==> config.mk <==
export PLATFORM = sky130hd
export DESIGN_NAME = two_wire_master_engine
export DESIGN_NICKNAME = d
export VERILOG_FILES = /design/src/rtl/two_wire_pkg.sv /design/src/rtl/line_if.sv /design/src/rtl/line_sampler.sv /design/src/rtl/rate_timer.sv /design/src/rtl/two_wire_master_engine.sv
export VERILOG_INCLUDE_DIRS = /design/src /design/src/rtl
export SDC_FILE = /design/constraint.sdc
export NUM_CORES = 1
export LEC_CHECK = 0
export BUFFER_PORTS_ARGS = -buffer_cell sky130_fd_sc_hd__buf_2
export CAP_MARGIN = 10
export CORE_ASPECT_RATIO = 1.5
export CORE_MARGIN = 5
export CORE_UTILIZATION = 37
export CTS_CLUSTER_DIAMETER = 200
export DETAILED_ROUTE_END_ITERATION = 10
export GPL_ROUTABILITY_DRIVEN = 0
export PLACE_DENSITY = 0.51
export RECOVER_POWER = 50
export REMOVE_ABC_BUFFERS = 1
export SLEW_MARGIN = 20
export SYNTH_ARGS = -nofsm -noshare
export SYNTH_HDL_FRONTEND = slang
export SYNTH_SLANG_ARGS = --single-unit
==> constraint.sdc <==
create_clock -name i_clk -period 4.53 [get_ports i_clk]
set_input_delay 0.453 -clock i_clk [delete_from_list [all_inputs] [get_ports i_clk]]
set_output_delay 0.453 -clock i_clk [all_outputs]
set_load 0.005 [all_outputs]
==> src/rtl/two_wire_consts.svh <==
// register offsets, field positions, reset values and timing counts of the two-wire master
`ifndef TWO_WIRE_CONSTS_SVH
`define TWO_WIRE_CONSTS_SVH

`define OFF_CTRL_A      4'h3
`define OFF_CTRL_B      4'h4
`define OFF_STATUS      4'h5
`define OFF_RATE        4'h6
`define OFF_ADDR        4'h7
`define OFF_DATA        4'h8

`define CA_ENABLE       0
`define CB_ACKSEL       2
`define ST_RIF          7
`define ST_WIF          6
`define ST_HOLD         5
`define ST_ARB          3
`define ST_FAULT        2

`define CMD_REPSTART    2'h1
`define CMD_RECV        2'h2
`define CMD_STOP        2'h3

`define RATE_RESET      8'h00
`define ADDR_RESET      8'h00
`define DATA_RESET      8'h00

`define TX_BITS         4'h8
`define RX_BITS         4'h7
`define HALF_BASE_CYC   9'h005

`endif

==> src/rtl/two_wire_pkg.sv <==
// types shared by the two-wire master engine
package two_wire_pkg;

  typedef enum logic [1:0] {
    BUS_UNKNOWN = 2'h0,
    BUS_IDLE    = 2'h1,
    BUS_OWNER   = 2'h2,
    BUS_BUSY    = 2'h3
  } bus_cond_t;

  typedef enum logic [11:0] {
    S_IDLE      = 12'h001,
    S_WAIT      = 12'h002,
    S_START     = 12'h004,
    S_RS_LOW    = 12'h008,
    S_RS_HIGH   = 12'h010,
    S_BIT_LOW   = 12'h020,
    S_BIT_HIGH  = 12'h040,
    S_HOLD      = 12'h080,
    S_ACK_LOW   = 12'h100,
    S_ACK_HIGH  = 12'h200,
    S_STOP_LOW  = 12'h400,
    S_STOP_HIGH = 12'h800
  } seq_state_t;

  typedef enum logic [1:0] {
    OP_NONE = 2'h0,
    OP_RX   = 2'h1,
    OP_RS   = 2'h2,
    OP_STOP = 2'h3
  } after_ack_t;

endpackage : two_wire_pkg

==> src/rtl/line_if.sv <==
// sampled two-wire line levels and start/stop events
`timescale 1ns/100ps
interface line_if;
  logic scl;
  logic sda;
  logic start_seen;
  logic stop_seen;
  modport sampler_mp (output scl, output sda, output start_seen, output stop_seen);
  modport engine_mp  (input scl, input sda, input start_seen, input stop_seen);
endinterface : line_if

==> src/rtl/line_sampler.sv <==
// synchroniser and start/stop detector for the two bus lines
`timescale 1ns/100ps
module line_sampler (
  input  wire logic  i_clk,
  input  wire logic  i_rst,
  input  wire logic  i_scl,
  input  wire logic  i_sda,
  line_if.sampler_mp lines
);

  logic scl_meta;
  logic scl_sync;
  logic sda_meta;
  logic sda_sync;

  always_ff @(posedge i_clk) begin
    if (i_rst) begin
      scl_meta <= 1'b1;
      scl_sync <= 1'b1;
      sda_meta <= 1'b1;
      sda_sync <= 1'b1;
    end else begin
      scl_meta <= i_scl;
      scl_sync <= scl_meta;
      sda_meta <= i_sda;
      sda_sync <= sda_meta;
    end
  end

  // start: sda falls with scl high; stop: sda rises with scl high
  always_ff @(posedge i_clk) begin
    if (i_rst) begin
      lines.scl        <= 1'b1;
      lines.sda        <= 1'b1;
      lines.start_seen <= 1'b0;
      lines.stop_seen  <= 1'b0;
    end else begin
      lines.scl        <= scl_sync;
      lines.sda        <= sda_sync;
      lines.start_seen <= scl_sync & lines.scl & lines.sda & ~sda_sync;
      lines.stop_seen  <= scl_sync & lines.scl & ~lines.sda & sda_sync;
    end
  end

endmodule : line_sampler

==> src/rtl/rate_timer.sv <==
// half-period timer for scl, length set by the rate register
`timescale 1ns/100ps
`include "two_wire_consts.svh"
module rate_timer (
  input  wire logic       i_clk,
  input  wire logic       i_rst,
  input  wire logic       i_clear,
  input  wire logic [7:0] i_rate,
  output logic            o_tick
);

  logic [8:0] count;
  logic [8:0] limit;

  assign limit = {1'b0, i_rate} + `HALF_BASE_CYC;

  always_ff @(posedge i_clk) begin
    if (i_rst || i_clear) begin
      count  <= 9'h000;
      o_tick <= 1'b0;
    end else if (count == limit) begin
      count  <= 9'h000;
      o_tick <= 1'b1;
    end else begin
      count  <= count + 9'h001;
      o_tick <= 1'b0;
    end
  end

endmodule : rate_timer

==> src/rtl/two_wire_master_engine.sv <==
// two-wire bus master: registers, bus condition tracking and byte sequencing
// Function
// bus condition field reports unknown, idle, owner, busy as codes 0 to 3
// bus condition is unknown after reset, on re-enable and while disabled
// writing idle code to bus condition forces idle; other codes ignored
// scl high and low times both come from the eight-bit rate value
// address write starts start-plus-address; address read has no bus effect
// address write with unknown bus sets write-complete and bus-fault, no bus drive
// busy bus: wait for idle, then start, copy address, send, sample ack
// address done sets write-complete; scl held low only when arbitration kept
// owned bus gives repeated start; after read, ack response goes first
// read address receives one data byte before read-complete is set
// address write clears all master flags
// address bit 0 is direction, one means read
// data register is the shift register; writes only while holding scl
// data write sends byte, samples ack, then always sets write-complete
// after losing arbitration all bits still clock, as ones
// data write clears both completion flags only
// data read sends ack selection, then receives one byte, sets read-complete
// lost nack or fault during read sets write-complete; never both flags
// data read clears both completion flags only
// software checks arbitration-lost after each write completion
// ack selection zero sends ack, one sends nack
// fault detection needs tracking enabled and clock four times scl
// scl is held low until software accesses data, address or command
`timescale 1ns/100ps
`include "two_wire_consts.svh"
module two_wire_master_engine (
  input  wire logic       i_clk,
  input  wire logic       i_rst,
  input  wire logic [3:0] i_addr,
  input  wire logic [7:0] i_wr_data,
  input  wire logic       i_wr,
  input  wire logic       i_rd,
  output logic      [7:0] o_rd_data,
  input  wire logic       i_scl,
  output logic            o_scl_out,
  output logic            o_scl_oe,
  input  wire logic       i_sda,
  output logic            o_sda_out,
  output logic            o_sda_oe
);

  logic [7:0]               scl_rate;
  logic [7:0]               target_address;
  logic [7:0]               shift_data;
  logic                     master_enable;
  logic                     enable_d;
  logic                     acknowledge_selection;
  logic                     read_complete_flag;
  logic                     write_complete_flag;
  logic                     bus_fault_flag;
  logic                     arbitration_lost_flag;
  logic                     rx_ack;
  logic [3:0]               bit_cnt;
  logic                     rx_mode;
  logic                     addr_phase;
  logic                     lost_in_byte;
  logic                     sda_want;
  logic                     tick;
  logic                     tmr_clear;
  two_wire_pkg::bus_cond_t  bus_condition_field;
  two_wire_pkg::seq_state_t state;
  two_wire_pkg::seq_state_t next_state;
  two_wire_pkg::seq_state_t prev_state;
  two_wire_pkg::after_ack_t pending_op;
  two_wire_pkg::after_ack_t next_op;

  logic       restart;
  logic       sw_addr;
  logic       sw_data_rd;
  logic       wr_data_ok;
  logic       wr_status;
  logic [1:0] cmd;
  logic       cmd_ok;
  logic       bit_end;
  logic       lost_now;
  logic       fault_now;
  logic       go_rx;
  logic       ev_wif;
  logic       ev_rif;
  logic       ev_fault;
  logic       ev_lost;

  line_if lines ();

  function automatic logic is_shifting(input two_wire_pkg::seq_state_t s);
    return (s == two_wire_pkg::S_BIT_LOW) || (s == two_wire_pkg::S_BIT_HIGH) ||
           (s == two_wire_pkg::S_ACK_LOW) || (s == two_wire_pkg::S_ACK_HIGH);
  endfunction : is_shifting

  function automatic logic is_high_phase(input two_wire_pkg::seq_state_t s);
    return (s == two_wire_pkg::S_BIT_HIGH) || (s == two_wire_pkg::S_ACK_HIGH) ||
           (s == two_wire_pkg::S_RS_HIGH)  || (s == two_wire_pkg::S_STOP_HIGH);
  endfunction : is_high_phase

  line_sampler u_sampler (
    .i_clk (i_clk),
    .i_rst (i_rst),
    .i_scl (i_scl),
    .i_sda (i_sda),
    .lines (lines.sampler_mp)
  );

  // high phases restart counting while a slave stretches scl
  assign tmr_clear = (state != prev_state) || (is_high_phase(state) && !lines.scl);

  rate_timer u_timer (
    .i_clk   (i_clk),
    .i_rst   (i_rst),
    .i_clear (tmr_clear),
    .i_rate  (scl_rate),
    .o_tick  (tick)
  );

  assign restart    = master_enable && !enable_d;
  assign sw_addr    = i_wr && (i_addr == `OFF_ADDR);
  assign sw_data_rd = i_rd && (i_addr == `OFF_DATA);
  assign wr_status  = i_wr && (i_addr == `OFF_STATUS);
  assign wr_data_ok = i_wr && (i_addr == `OFF_DATA) && (state == two_wire_pkg::S_HOLD);
  assign cmd        = (i_wr && (i_addr == `OFF_CTRL_B)) ? i_wr_data[1:0] : 2'h0;
  assign cmd_ok     = (state == two_wire_pkg::S_HOLD) && (cmd != 2'h0);
  assign bit_end    = (state == two_wire_pkg::S_BIT_HIGH) && tick;
  // a released data bit read back low means another master drove it
  assign lost_now   = bit_end && !rx_mode && (bit_cnt != 4'h0) && shift_data[7] &&
                      !lost_in_byte && !lines.sda;
  // only valid while the clock is at least four times scl
  assign fault_now  = master_enable && is_shifting(state) &&
                      (lines.start_seen || lines.stop_seen);

  always_comb begin
    next_state = state;
    next_op    = pending_op;
    go_rx      = 1'b0;
    ev_wif     = 1'b0;
    ev_rif     = 1'b0;
    ev_fault   = 1'b0;
    ev_lost    = 1'b0;
    if (!master_enable || restart) begin
      next_state = two_wire_pkg::S_IDLE;
    end else if (fault_now) begin
      ev_fault   = 1'b1;
      ev_wif     = 1'b1;
      next_state = two_wire_pkg::S_IDLE;
    end else begin
      case (state)
        two_wire_pkg::S_IDLE: begin
          if (sw_addr) begin
            if (bus_condition_field == two_wire_pkg::BUS_UNKNOWN) begin
              ev_wif   = 1'b1;
              ev_fault = 1'b1;
            end else if (bus_condition_field == two_wire_pkg::BUS_IDLE) begin
              next_state = two_wire_pkg::S_START;
            end else begin
              next_state = two_wire_pkg::S_WAIT;
            end
          end
        end
        two_wire_pkg::S_WAIT: begin
          if (bus_condition_field == two_wire_pkg::BUS_IDLE) begin
            next_state = two_wire_pkg::S_START;
          end
        end
        two_wire_pkg::S_START: begin
          if (tick) begin
            next_state = two_wire_pkg::S_BIT_LOW;
          end
        end
        two_wire_pkg::S_RS_LOW: begin
          if (tick) begin
            next_state = two_wire_pkg::S_RS_HIGH;
          end
        end
        two_wire_pkg::S_RS_HIGH: begin
          if (tick && !lines.sda) begin
            ev_lost    = 1'b1;
            ev_wif     = 1'b1;
            next_state = two_wire_pkg::S_IDLE;
          end else if (tick) begin
            next_state = two_wire_pkg::S_START;
          end
        end
        two_wire_pkg::S_BIT_LOW: begin
          if (tick) begin
            next_state = two_wire_pkg::S_BIT_HIGH;
          end
        end
        two_wire_pkg::S_BIT_HIGH: begin
          if (tick) begin
            if (bit_cnt != 4'h0) begin
              next_state = two_wire_pkg::S_BIT_LOW;
            end else if (rx_mode) begin
              ev_rif     = 1'b1;
              next_state = two_wire_pkg::S_HOLD;
            end else if (lost_in_byte) begin
              ev_wif     = 1'b1;
              next_state = two_wire_pkg::S_IDLE;
            end else if (addr_phase && target_address[0] && !lines.sda) begin
              go_rx      = 1'b1;
              next_state = two_wire_pkg::S_BIT_LOW;
            end else begin
              ev_wif     = 1'b1;
              next_state = two_wire_pkg::S_HOLD;
            end
          end
        end
        two_wire_pkg::S_HOLD: begin
          // scl stays low here for as long as software leaves it
          if (sw_addr) begin
            next_op    = two_wire_pkg::OP_RS;
            next_state = rx_mode ? two_wire_pkg::S_ACK_LOW : two_wire_pkg::S_RS_LOW;
          end else if (wr_data_ok) begin
            next_state = two_wire_pkg::S_BIT_LOW;
          end else if (rx_mode && (sw_data_rd || cmd == `CMD_RECV)) begin
            next_op    = two_wire_pkg::OP_RX;
            next_state = two_wire_pkg::S_ACK_LOW;
          end else if (cmd == `CMD_REPSTART) begin
            next_op    = two_wire_pkg::OP_RS;
            next_state = rx_mode ? two_wire_pkg::S_ACK_LOW : two_wire_pkg::S_RS_LOW;
          end else if (cmd == `CMD_STOP) begin
            next_op    = two_wire_pkg::OP_STOP;
            next_state = rx_mode ? two_wire_pkg::S_ACK_LOW : two_wire_pkg::S_STOP_LOW;
          end
        end
        two_wire_pkg::S_ACK_LOW: begin
          if (tick) begin
            next_state = two_wire_pkg::S_ACK_HIGH;
          end
        end
        two_wire_pkg::S_ACK_HIGH: begin
          if (tick && acknowledge_selection && !lines.sda) begin
            ev_lost    = 1'b1;
            ev_wif     = 1'b1;
            next_state = two_wire_pkg::S_IDLE;
          end else if (tick) begin
            case (pending_op)
              two_wire_pkg::OP_RX: begin
                go_rx      = 1'b1;
                next_state = two_wire_pkg::S_BIT_LOW;
              end
              two_wire_pkg::OP_RS:   next_state = two_wire_pkg::S_RS_LOW;
              two_wire_pkg::OP_STOP: next_state = two_wire_pkg::S_STOP_LOW;
              default:               next_state = two_wire_pkg::S_HOLD;
            endcase
          end
        end
        two_wire_pkg::S_STOP_LOW: begin
          if (tick) begin
            next_state = two_wire_pkg::S_STOP_HIGH;
          end
        end
        two_wire_pkg::S_STOP_HIGH: begin
          if (tick) begin
            next_state = two_wire_pkg::S_IDLE;
          end
        end
        default: next_state = two_wire_pkg::S_IDLE;
      endcase
    end
  end

  always_ff @(posedge i_clk) begin
    if (i_rst) begin
      state      <= two_wire_pkg::S_IDLE;
      prev_state <= two_wire_pkg::S_IDLE;
      pending_op <= two_wire_pkg::OP_NONE;
      enable_d   <= 1'b0;
    end else begin
      state      <= next_state;
      prev_state <= state;
      pending_op <= next_op;
      enable_d   <= master_enable;
    end
  end

  // byte datapath; the shift register doubles as the data register
  always_ff @(posedge i_clk) begin
    if (i_rst) begin
      shift_data   <= `DATA_RESET;
      bit_cnt      <= 4'h0;
      rx_mode      <= 1'b0;
      addr_phase   <= 1'b0;
      lost_in_byte <= 1'b0;
    end else if (state == two_wire_pkg::S_START && next_state == two_wire_pkg::S_BIT_LOW) begin
      shift_data   <= target_address;
      bit_cnt      <= `TX_BITS;
      rx_mode      <= 1'b0;
      addr_phase   <= 1'b1;
      lost_in_byte <= 1'b0;
    end else if (wr_data_ok) begin
      shift_data   <= i_wr_data;
      bit_cnt      <= `TX_BITS;
      rx_mode      <= 1'b0;
      addr_phase   <= 1'b0;
      lost_in_byte <= 1'b0;
    end else if (go_rx) begin
      bit_cnt      <= `RX_BITS;
      rx_mode      <= 1'b1;
      addr_phase   <= 1'b0;
    end else if (bit_end) begin
      if (rx_mode || bit_cnt != 4'h0) begin
        shift_data <= {shift_data[6:0], lines.sda};
      end
      if (lost_now) begin
        lost_in_byte <= 1'b1;
      end
      if (bit_cnt != 4'h0) begin
        bit_cnt <= bit_cnt - 4'h1;
      end
    end
  end

  // hardware sets are applied last so they win over a same-cycle clear
  always_ff @(posedge i_clk) begin
    if (i_rst) begin
      read_complete_flag    <= 1'b0;
      write_complete_flag   <= 1'b0;
      bus_fault_flag        <= 1'b0;
      arbitration_lost_flag <= 1'b0;
      rx_ack                <= 1'b0;
    end else begin
      if (sw_addr) begin
        read_complete_flag    <= 1'b0;
        write_complete_flag   <= 1'b0;
        bus_fault_flag        <= 1'b0;
        arbitration_lost_flag <= 1'b0;
      end
      if (wr_data_ok || cmd_ok || (sw_data_rd && state == two_wire_pkg::S_HOLD)) begin
        read_complete_flag  <= 1'b0;
        write_complete_flag <= 1'b0;
      end
      if (wr_status) begin
        if (i_wr_data[`ST_RIF])   read_complete_flag    <= 1'b0;
        if (i_wr_data[`ST_WIF])   write_complete_flag   <= 1'b0;
        if (i_wr_data[`ST_ARB])   arbitration_lost_flag <= 1'b0;
        if (i_wr_data[`ST_FAULT]) bus_fault_flag        <= 1'b0;
      end
      if (ev_wif) write_complete_flag <= 1'b1;
      if (ev_rif) read_complete_flag  <= 1'b1;
      if (ev_fault) bus_fault_flag <= 1'b1;
      if (ev_lost || lost_now) arbitration_lost_flag <= 1'b1;
      if (bit_end && !rx_mode && bit_cnt == 4'h0) begin
        rx_ack <= lines.sda;
      end
    end
  end

  always_ff @(posedge i_clk) begin
    if (i_rst) begin
      bus_condition_field <= two_wire_pkg::BUS_UNKNOWN;
    end else if (!master_enable || restart) begin
      bus_condition_field <= two_wire_pkg::BUS_UNKNOWN;
    end else if (wr_status && i_wr_data[1:0] == two_wire_pkg::BUS_IDLE) begin
      bus_condition_field <= two_wire_pkg::BUS_IDLE;
    end else if (state == two_wire_pkg::S_START) begin
      bus_condition_field <= two_wire_pkg::BUS_OWNER;
    end else if (ev_lost || lost_now) begin
      bus_condition_field <= two_wire_pkg::BUS_BUSY;
    end else if (lines.stop_seen) begin
      bus_condition_field <= two_wire_pkg::BUS_IDLE;
    end else if (lines.start_seen) begin
      bus_condition_field <= two_wire_pkg::BUS_BUSY;
    end
  end

  // rate should only change while disabled; nothing here enforces it
  always_ff @(posedge i_clk) begin
    if (i_rst) begin
      master_enable         <= 1'b0;
      acknowledge_selection <= 1'b0;
      scl_rate              <= `RATE_RESET;
      target_address        <= `ADDR_RESET;
    end else if (i_wr) begin
      case (i_addr)
        `OFF_CTRL_A: master_enable         <= i_wr_data[`CA_ENABLE];
        `OFF_CTRL_B: acknowledge_selection <= i_wr_data[`CB_ACKSEL];
        `OFF_RATE:   scl_rate              <= i_wr_data;
        `OFF_ADDR:   target_address        <= i_wr_data;
        default:     ;
      endcase
    end
  end

  always_ff @(posedge i_clk) begin
    if (i_rst) begin
      o_rd_data <= 8'h00;
    end else if (i_rd) begin
      case (i_addr)
        `OFF_CTRL_A: o_rd_data <= {7'h00, master_enable};
        `OFF_CTRL_B: o_rd_data <= {5'h00, acknowledge_selection, 2'h0};
        `OFF_STATUS: o_rd_data <= {read_complete_flag, write_complete_flag,
                                   state == two_wire_pkg::S_HOLD, rx_ack,
                                   arbitration_lost_flag, bus_fault_flag,
                                   (master_enable ? bus_condition_field :
                                    two_wire_pkg::BUS_UNKNOWN)};
        `OFF_RATE:   o_rd_data <= scl_rate;
        `OFF_ADDR:   o_rd_data <= target_address;
        `OFF_DATA:   o_rd_data <= shift_data;
        default:     o_rd_data <= 8'h00;
      endcase
    end else begin
      o_rd_data <= 8'h00;
    end
  end

  // sda lags scl by a cycle so data never moves on a clock edge
  always_ff @(posedge i_clk) begin
    if (i_rst) begin
      o_scl_out <= 1'b0;
      o_sda_out <= 1'b0;
      o_scl_oe  <= 1'b0;
      sda_want  <= 1'b0;
      o_sda_oe  <= 1'b0;
    end else begin
      o_scl_out <= 1'b0;
      o_sda_out <= 1'b0;
      o_scl_oe  <= master_enable &&
                   (state == two_wire_pkg::S_BIT_LOW || state == two_wire_pkg::S_ACK_LOW ||
                    state == two_wire_pkg::S_RS_LOW  || state == two_wire_pkg::S_STOP_LOW ||
                    state == two_wire_pkg::S_HOLD);
      sda_want  <= master_enable &&
                   (state == two_wire_pkg::S_START || state == two_wire_pkg::S_STOP_LOW ||
                    state == two_wire_pkg::S_STOP_HIGH ||
                    ((state == two_wire_pkg::S_BIT_LOW || state == two_wire_pkg::S_BIT_HIGH) &&
                     !rx_mode && bit_cnt != 4'h0 && !shift_data[7] && !lost_in_byte) ||
                    ((state == two_wire_pkg::S_ACK_LOW || state == two_wire_pkg::S_ACK_HIGH) &&
                     !acknowledge_selection));
      o_sda_oe  <= sda_want;
    end
  end

endmodule : two_wire_master_engine

Yosys cells after proc, flatten, opt, wreduce, memory -nomap -nowiden
Index checks and enable logic that the tools add are counted.

$mul: 0. Equal/unequal tests: 31. Order comparisons: 0. Reductions and logical operators: 94. Divide/modulo/power cells: 0. Bitwise operators: 11. Add/sub/neg operators: 3. Mux-type cells: 110. Shifts and indexed selects: 0.

Operator list (number): 12-bit 2-to-1 mux (21); 12-bit one-hot mux with 12 select lines (1); 8-bit 2-to-1 mux (9); 1-bit 2-to-1 mux (55); 8-bit one-hot mux with 6 select lines (1); 1-bit logical AND (34); 11-bit one-hot mux with 3 select lines (1); 12-bit by 6-bit equality test with 1-bit output (second input constant) (2); 1-bit logical OR (24); 2-bit 2-to-1 mux (11); 4-bit 2-to-1 mux (5); 4-bit nonzero test (5); 4-bit by 3-bit equality test with 1-bit output (second input constant) (4); 12-bit by 1-bit equality test with 1-bit output (second input constant) (1); 12-bit by 10-bit equality test with 1-bit output (second input constant) (1); 12-bit by 11-bit equality test with 1-bit output (second input constant) (1); 12-bit equality test (second input constant) (1); 12-bit by 2-bit equality test with 1-bit output (second input constant) (1); 12-bit by 3-bit equality test with 1-bit output (second input constant) (1); 12-bit by 4-bit equality test with 1-bit output (second input constant) (1); 12-bit by 5-bit equality test with 1-bit output (second input constant) (1); 12-bit by 7-bit equality test with 1-bit output (second input constant) (1); 12-bit by 8-bit equality test with 1-bit output (second input constant) (1); 12-bit by 9-bit equality test with 1-bit output (second input constant) (1); 29 further kinds (65).

Bits in latches: 0. Flip-flop bits (word level): 96. Memory bits (writable): 0. Memories: 0. Bits in read-only memories: 0. Bits of input ports: 18.

Longest topological paths before layout
Word-level depth: 16. Gate-level depth with buffers: 9.

Cells and area by module
A second synthesis with hierarchy kept.

Cell total of the unflattened synthesis: 674. Area, all modules: 5617.9 µm².

By module, submodules not included: two_wire_master_engine (cells an instance 567, instances 1, area each 4645.7 µm²); rate_timer (cells an instance 89, instances 1, area each 745.7 µm²); line_sampler (cells an instance 18, instances 1, area each 226.5 µm²).

Worst setup path before layout
OpenSTA, ideal clock, no wires.

Path type: register to register. From: register state[10]. To: register bit_cnt[3]. Setup time: 0.128 ns. Data required time: 4.402 ns. Period minus slack after synthesis: 2.261 ns. Arrival: 2.134 ns. Cell stages (with the launch flop): 8. Setup slack: 2.269 ns. Path through: dfxtp_1 -> or4_1 -> buf_2 -> or4_4 -> and4b_1 -> o211ai_2 -> a211oi_2 -> nor2_1.

Cells in the longest elaborated chain, start to end: 12. Elaborated cells between the ends (all ways): 52. Those cells by class: eq/ne (13); mux (28); reduce/logical (11).

Ends and longest elaborated chain: start: declaration (RTL line two_wire_master_engine.sv:63) `two_wire_pkg::seq_state_t state;`; start signal: assignment (RTL line two_wire_master_engine.sv:264) `state <= two_wire_pkg::S_IDLE;`; start signal: assignment (RTL line two_wire_master_engine.sv:269) `state <= next_state;`; 12-bit 2-to-1 mux, or another cell as far along (RTL line two_wire_master_engine.sv:220) `` end else if (cmd == `CMD_STOP) begin ``; 12-bit 2-to-1 mux / 1-bit logical OR (equally long branches) (RTL line two_wire_master_engine.sv:217, two_wire_master_engine.sv:88); 12-bit 2-to-1 mux / 1-bit logical OR (equally long branches) (RTL line two_wire_master_engine.sv:214, two_wire_master_engine.sv:88); 12-bit 2-to-1 mux / 1-bit logical OR (equally long branches) (RTL line two_wire_master_engine.sv:212, two_wire_master_engine.sv:89); 12-bit 2-to-1 mux / 1-bit logical AND (equally long branches) (RTL line two_wire_master_engine.sv:209, two_wire_master_engine.sv:128); 12-bit one-hot mux with 12 select lines / 1-bit logical AND (equally long branches) (RTL line two_wire_master_engine.sv:146, two_wire_master_engine.sv:128); 12-bit 2-to-1 mux (RTL line two_wire_master_engine.sv:141) `end else if (fault_now) begin`; 12-bit 2-to-1 mux (RTL line two_wire_master_engine.sv:139) `if (!master_enable || restart) begin`; 12-bit by 6-bit equality test with 1-bit output (RTL line two_wire_master_engine.sv:284) `end else if (state == two_wire_pkg::S_START && next_state == two_wire_pkg::S_BIT_LOW) begin`; 1-bit logical AND (RTL line two_wire_master_engine.sv:284); 4-bit nonzero test (no line); 2-bit AND reduction (no line); end signal: assignment (RTL line two_wire_master_engine.sv:286) `` bit_cnt <= `TX_BITS; ``; end signal: assignment (RTL line two_wire_master_engine.sv:292) `` bit_cnt <= `TX_BITS; ``; end signal: assignment (RTL line two_wire_master_engine.sv:297) `` bit_cnt <= `RX_BITS; ``; end: declaration (RTL line two_wire_master_engine.sv:55) `logic [3:0] bit_cnt;`.

Parallel ways exist; a longest one is shown, timed or not. A chain may end at the register's enable or synchronous reset.

==> out/results.ini <==
[cells_and_area]
antenna_cells = 0
final_cell_mix = dfxtp_1 (96), nor2_1 (74), nand2_1 (50)
syn_to_final_growth_pct = 9.98
drive_gt1_share_pct = 10.8
final_nets = 649
stdcell_count = 797
fillerInstances = 1459
utilization_pct = 41.1
final_common_cell = dfxtp_1

[global_routing]
grt_antenna_before_repair = 0
grt_max_degree = 33
grt_util_all_layers_pct = 19.4
grt_pass1_vias = 4633
grt-ovfl-total = 0
grt_pass1_wl_mm = 25.2

[synthesis]
synth-seq-cells = 96
synth.distinct_cells = 74
synth_compound_area_share_pct = 17.6
synth_xor_area_share_pct = 6.76
async_flop_share_pct = 0
syn_inst = 624
synth-simple-area-share_pct = 29.3
synth_top_area_share_pct = 37.1
synth_top_family_by_area = simple AND/OR/NAND/NOR gates
synth_edf_count = 0
synthAdderAreaFrac_pct = 0.725
ys_seq_area_share_pct = 37.1
synth_top_cell_by_area = dfxtp_1
synth_area_leaders = dfxtp_1 (37%), nor2_1 (5.4%), a21oi_1 (4.3%), nand2_1 (3.6%), xnor2_1 (3.6%)
syn_avg_cell_area_um2 = 8.30
syn_area_um2 = 5180
yosysWarnings = 0
ys.flop_type = dfxtp_1
synth_mux_area_share_pct = 3.79

[critical_path]
critPathArrivalTime_ns = 3.28
startpoint_type = input port
max_stage_delay_ns = 1.10
cp_cell_sequence = clkbuf_1 -> clkbuf_1 -> or3_1 -> nor2_1 -> o2bb2ai_1
crit_path_max_fanout = 32
endpoint_kind = register
path_common_cell = clkbuf_1
cp_top_family = buffers and inverters
critPathSlowestCell = clkbuf_1
setup.worst_path.start = i_rst
cp.required_ns = 4.71
rr_startpoint = state[0]
crit_type = input port to register
path_buf_inv = 2

[detailed_routing]
dr_total_vias = 4632
viasPerCell = 5.81
wl_per_cell_um = 19.6
wl_mm = 15.6
first_iter_violations = 323
antenna_left = 0
firstDrtPassIters = 5
drc = 0

[cts]
cts_tree = done
cts_max_path_buffers = 2
post_cts_buffers = 0
clock_sinks = 96
hold_buffers = 0
numCtsBuffers = 9
htreeDepth = 3
root_buffer = clkbuf_16
clk_latency_ns = 0.36
clk_pin_slew_ns = 0.07
post_cts_resized = 0

[power]
power.leakage_uw = 0.00197
peakVddDrop_uv = 147
pwr_density_cell_nw_per_um2 = 310
power_uw = 1770

[floorplan]
die_w_um = 107
dieHeight_um = 155
ios = 30
start_util_pct = 37.4
die_area_um2 = 16500
core-area_um2 = 13900
std_cell_rows = 53

[sta]
setup_violations = 0
period_needed_ns = 3.10
hold_viol = 0
tightest_slew_ns = 1.56
post-route-period-util_pct = 68.4
hold_ws_ns = 0.277
slew_headroom_pct = -3.69
skew_ns = 0.0113
rsz0062_at_grt = false
maxSlewViolCount = 33
finalSetupTns_ns = 0
fmax_mhz = 323

[flow_run]
maxCapViolations = 1

[place]
buffer_ports.inserted = 27
dp_cells = 782
hpwl_mm = 11.7

[min_path]
holdCritStartpoint = i_scl
hp-class = input port to register

[run_status]
status = complete, but fails checks
violations = max-capacitance violations, max-slew violations

-- final timing paths --
path / endpoint / slack, ns / cells past startpoint
max: shift_data[0] / 1.43 / 5
min: u_sampler.scl_meta / 0.28 / 2
max reg2reg: shift_data[0] / 1.63 / 5
min reg2reg: u_sampler.sda_sync / 0.41 / 1
-- worst reg2reg max path, cell delays in order (launching register included) --
cell       delay (ns)
dfxtp_1          0.44
or4_1            0.80
or4_4            0.64
nor2_2           0.39
nor2_1           0.28
o2bb2ai_1        0.19
-- kinds of logic after synthesis --
logic type                 after synthesis
buffers and inverters                   56
DFF                                     96
and+or+nand+nor                        278
adders and majority gates                3
other                                    1
muxes                                   19
xor gates and xnor gates                40
AOI/OAI and AO/OA                      131
-- where the power goes --
| part | leakage (uW) | internal, uW | total [uW] | switching (uW) |
|---|---|---|---|---|
| Combinational | 0.00104 | 23.4 | 71.5 | 48.1 |
| Sequential | 0.000775 | 851 | 859 | 8.71 |
| Clock | 0.000157 | 486 | 835 | 349 |
-- through the flow --
stage | instance area, um2 | setup slack (ns)
final | 5700 | 1.43
after CTS | 5710 | 1.66
after global routing | 5700 | 1.17
after floorplan | 4990 | 1.72
after global placement | 5400 | 1.68
after detailed placement | 5400 | 1.67
-- metal layers --
metal,track usage (%),vias to the layer above,wire length (um)
met5,0,-,0
met4,9.93,0,708
met3,2.45,39,524
met2,35.4,118,8230
met1,21.9,2215,6180
li1,-,2260,-
-- synthesized netlist by cell type (4+ instances only) --
master,number
xor2_1,19
mux2i_1,14
nand4_1,16
nor2b_1,19
xnor2_1,21
nand2b_1,6
a22oi_1,5
dfxtp_1,96
or4_1,5
clkbuf_1,27
nor4_1,12
a21oi_1,45
nor3_1,19
or2_2,7
a31oi_1,8
nor3b_1,9
o21ai_0,13
buf_1,4
nand3b_1,7
o21bai_1,4
nand3_1,18
inv_1,13
a222oi_1,8
buf_2,9
nor4b_1,4
o2bb2ai_1,8
nor2_1,74
mux2_2,5
nand2_1,50
or3_1,7
-- final cells by class --
cell class / count / area [um2] / area share (%)
flip-flops and latches: 96 / 1920 / 33.7
repair buffers: 35 / 178 / 3.12
inverters: 13 / 48.8 / 0.857
clock inverters: 6 / 91.3 / 1.60
clock buffers: 9 / 225 / 3.95
well taps: 165 / 206 / 3.62
multi-input cells: 473 / 3020 / 53.1
-- state kept, by name (all words and copies together), names as in the netlist, 2 cells and up --
name,count
bit_cnt,4
bus_condition_field,2
o_rd_data,8
pending_op,2
prev_state,12
scl_rate,8
shift_data,8
state,12
target_address,8
u_timer.count,9
No activity file was read; power rests on OpenSTA's default activity.
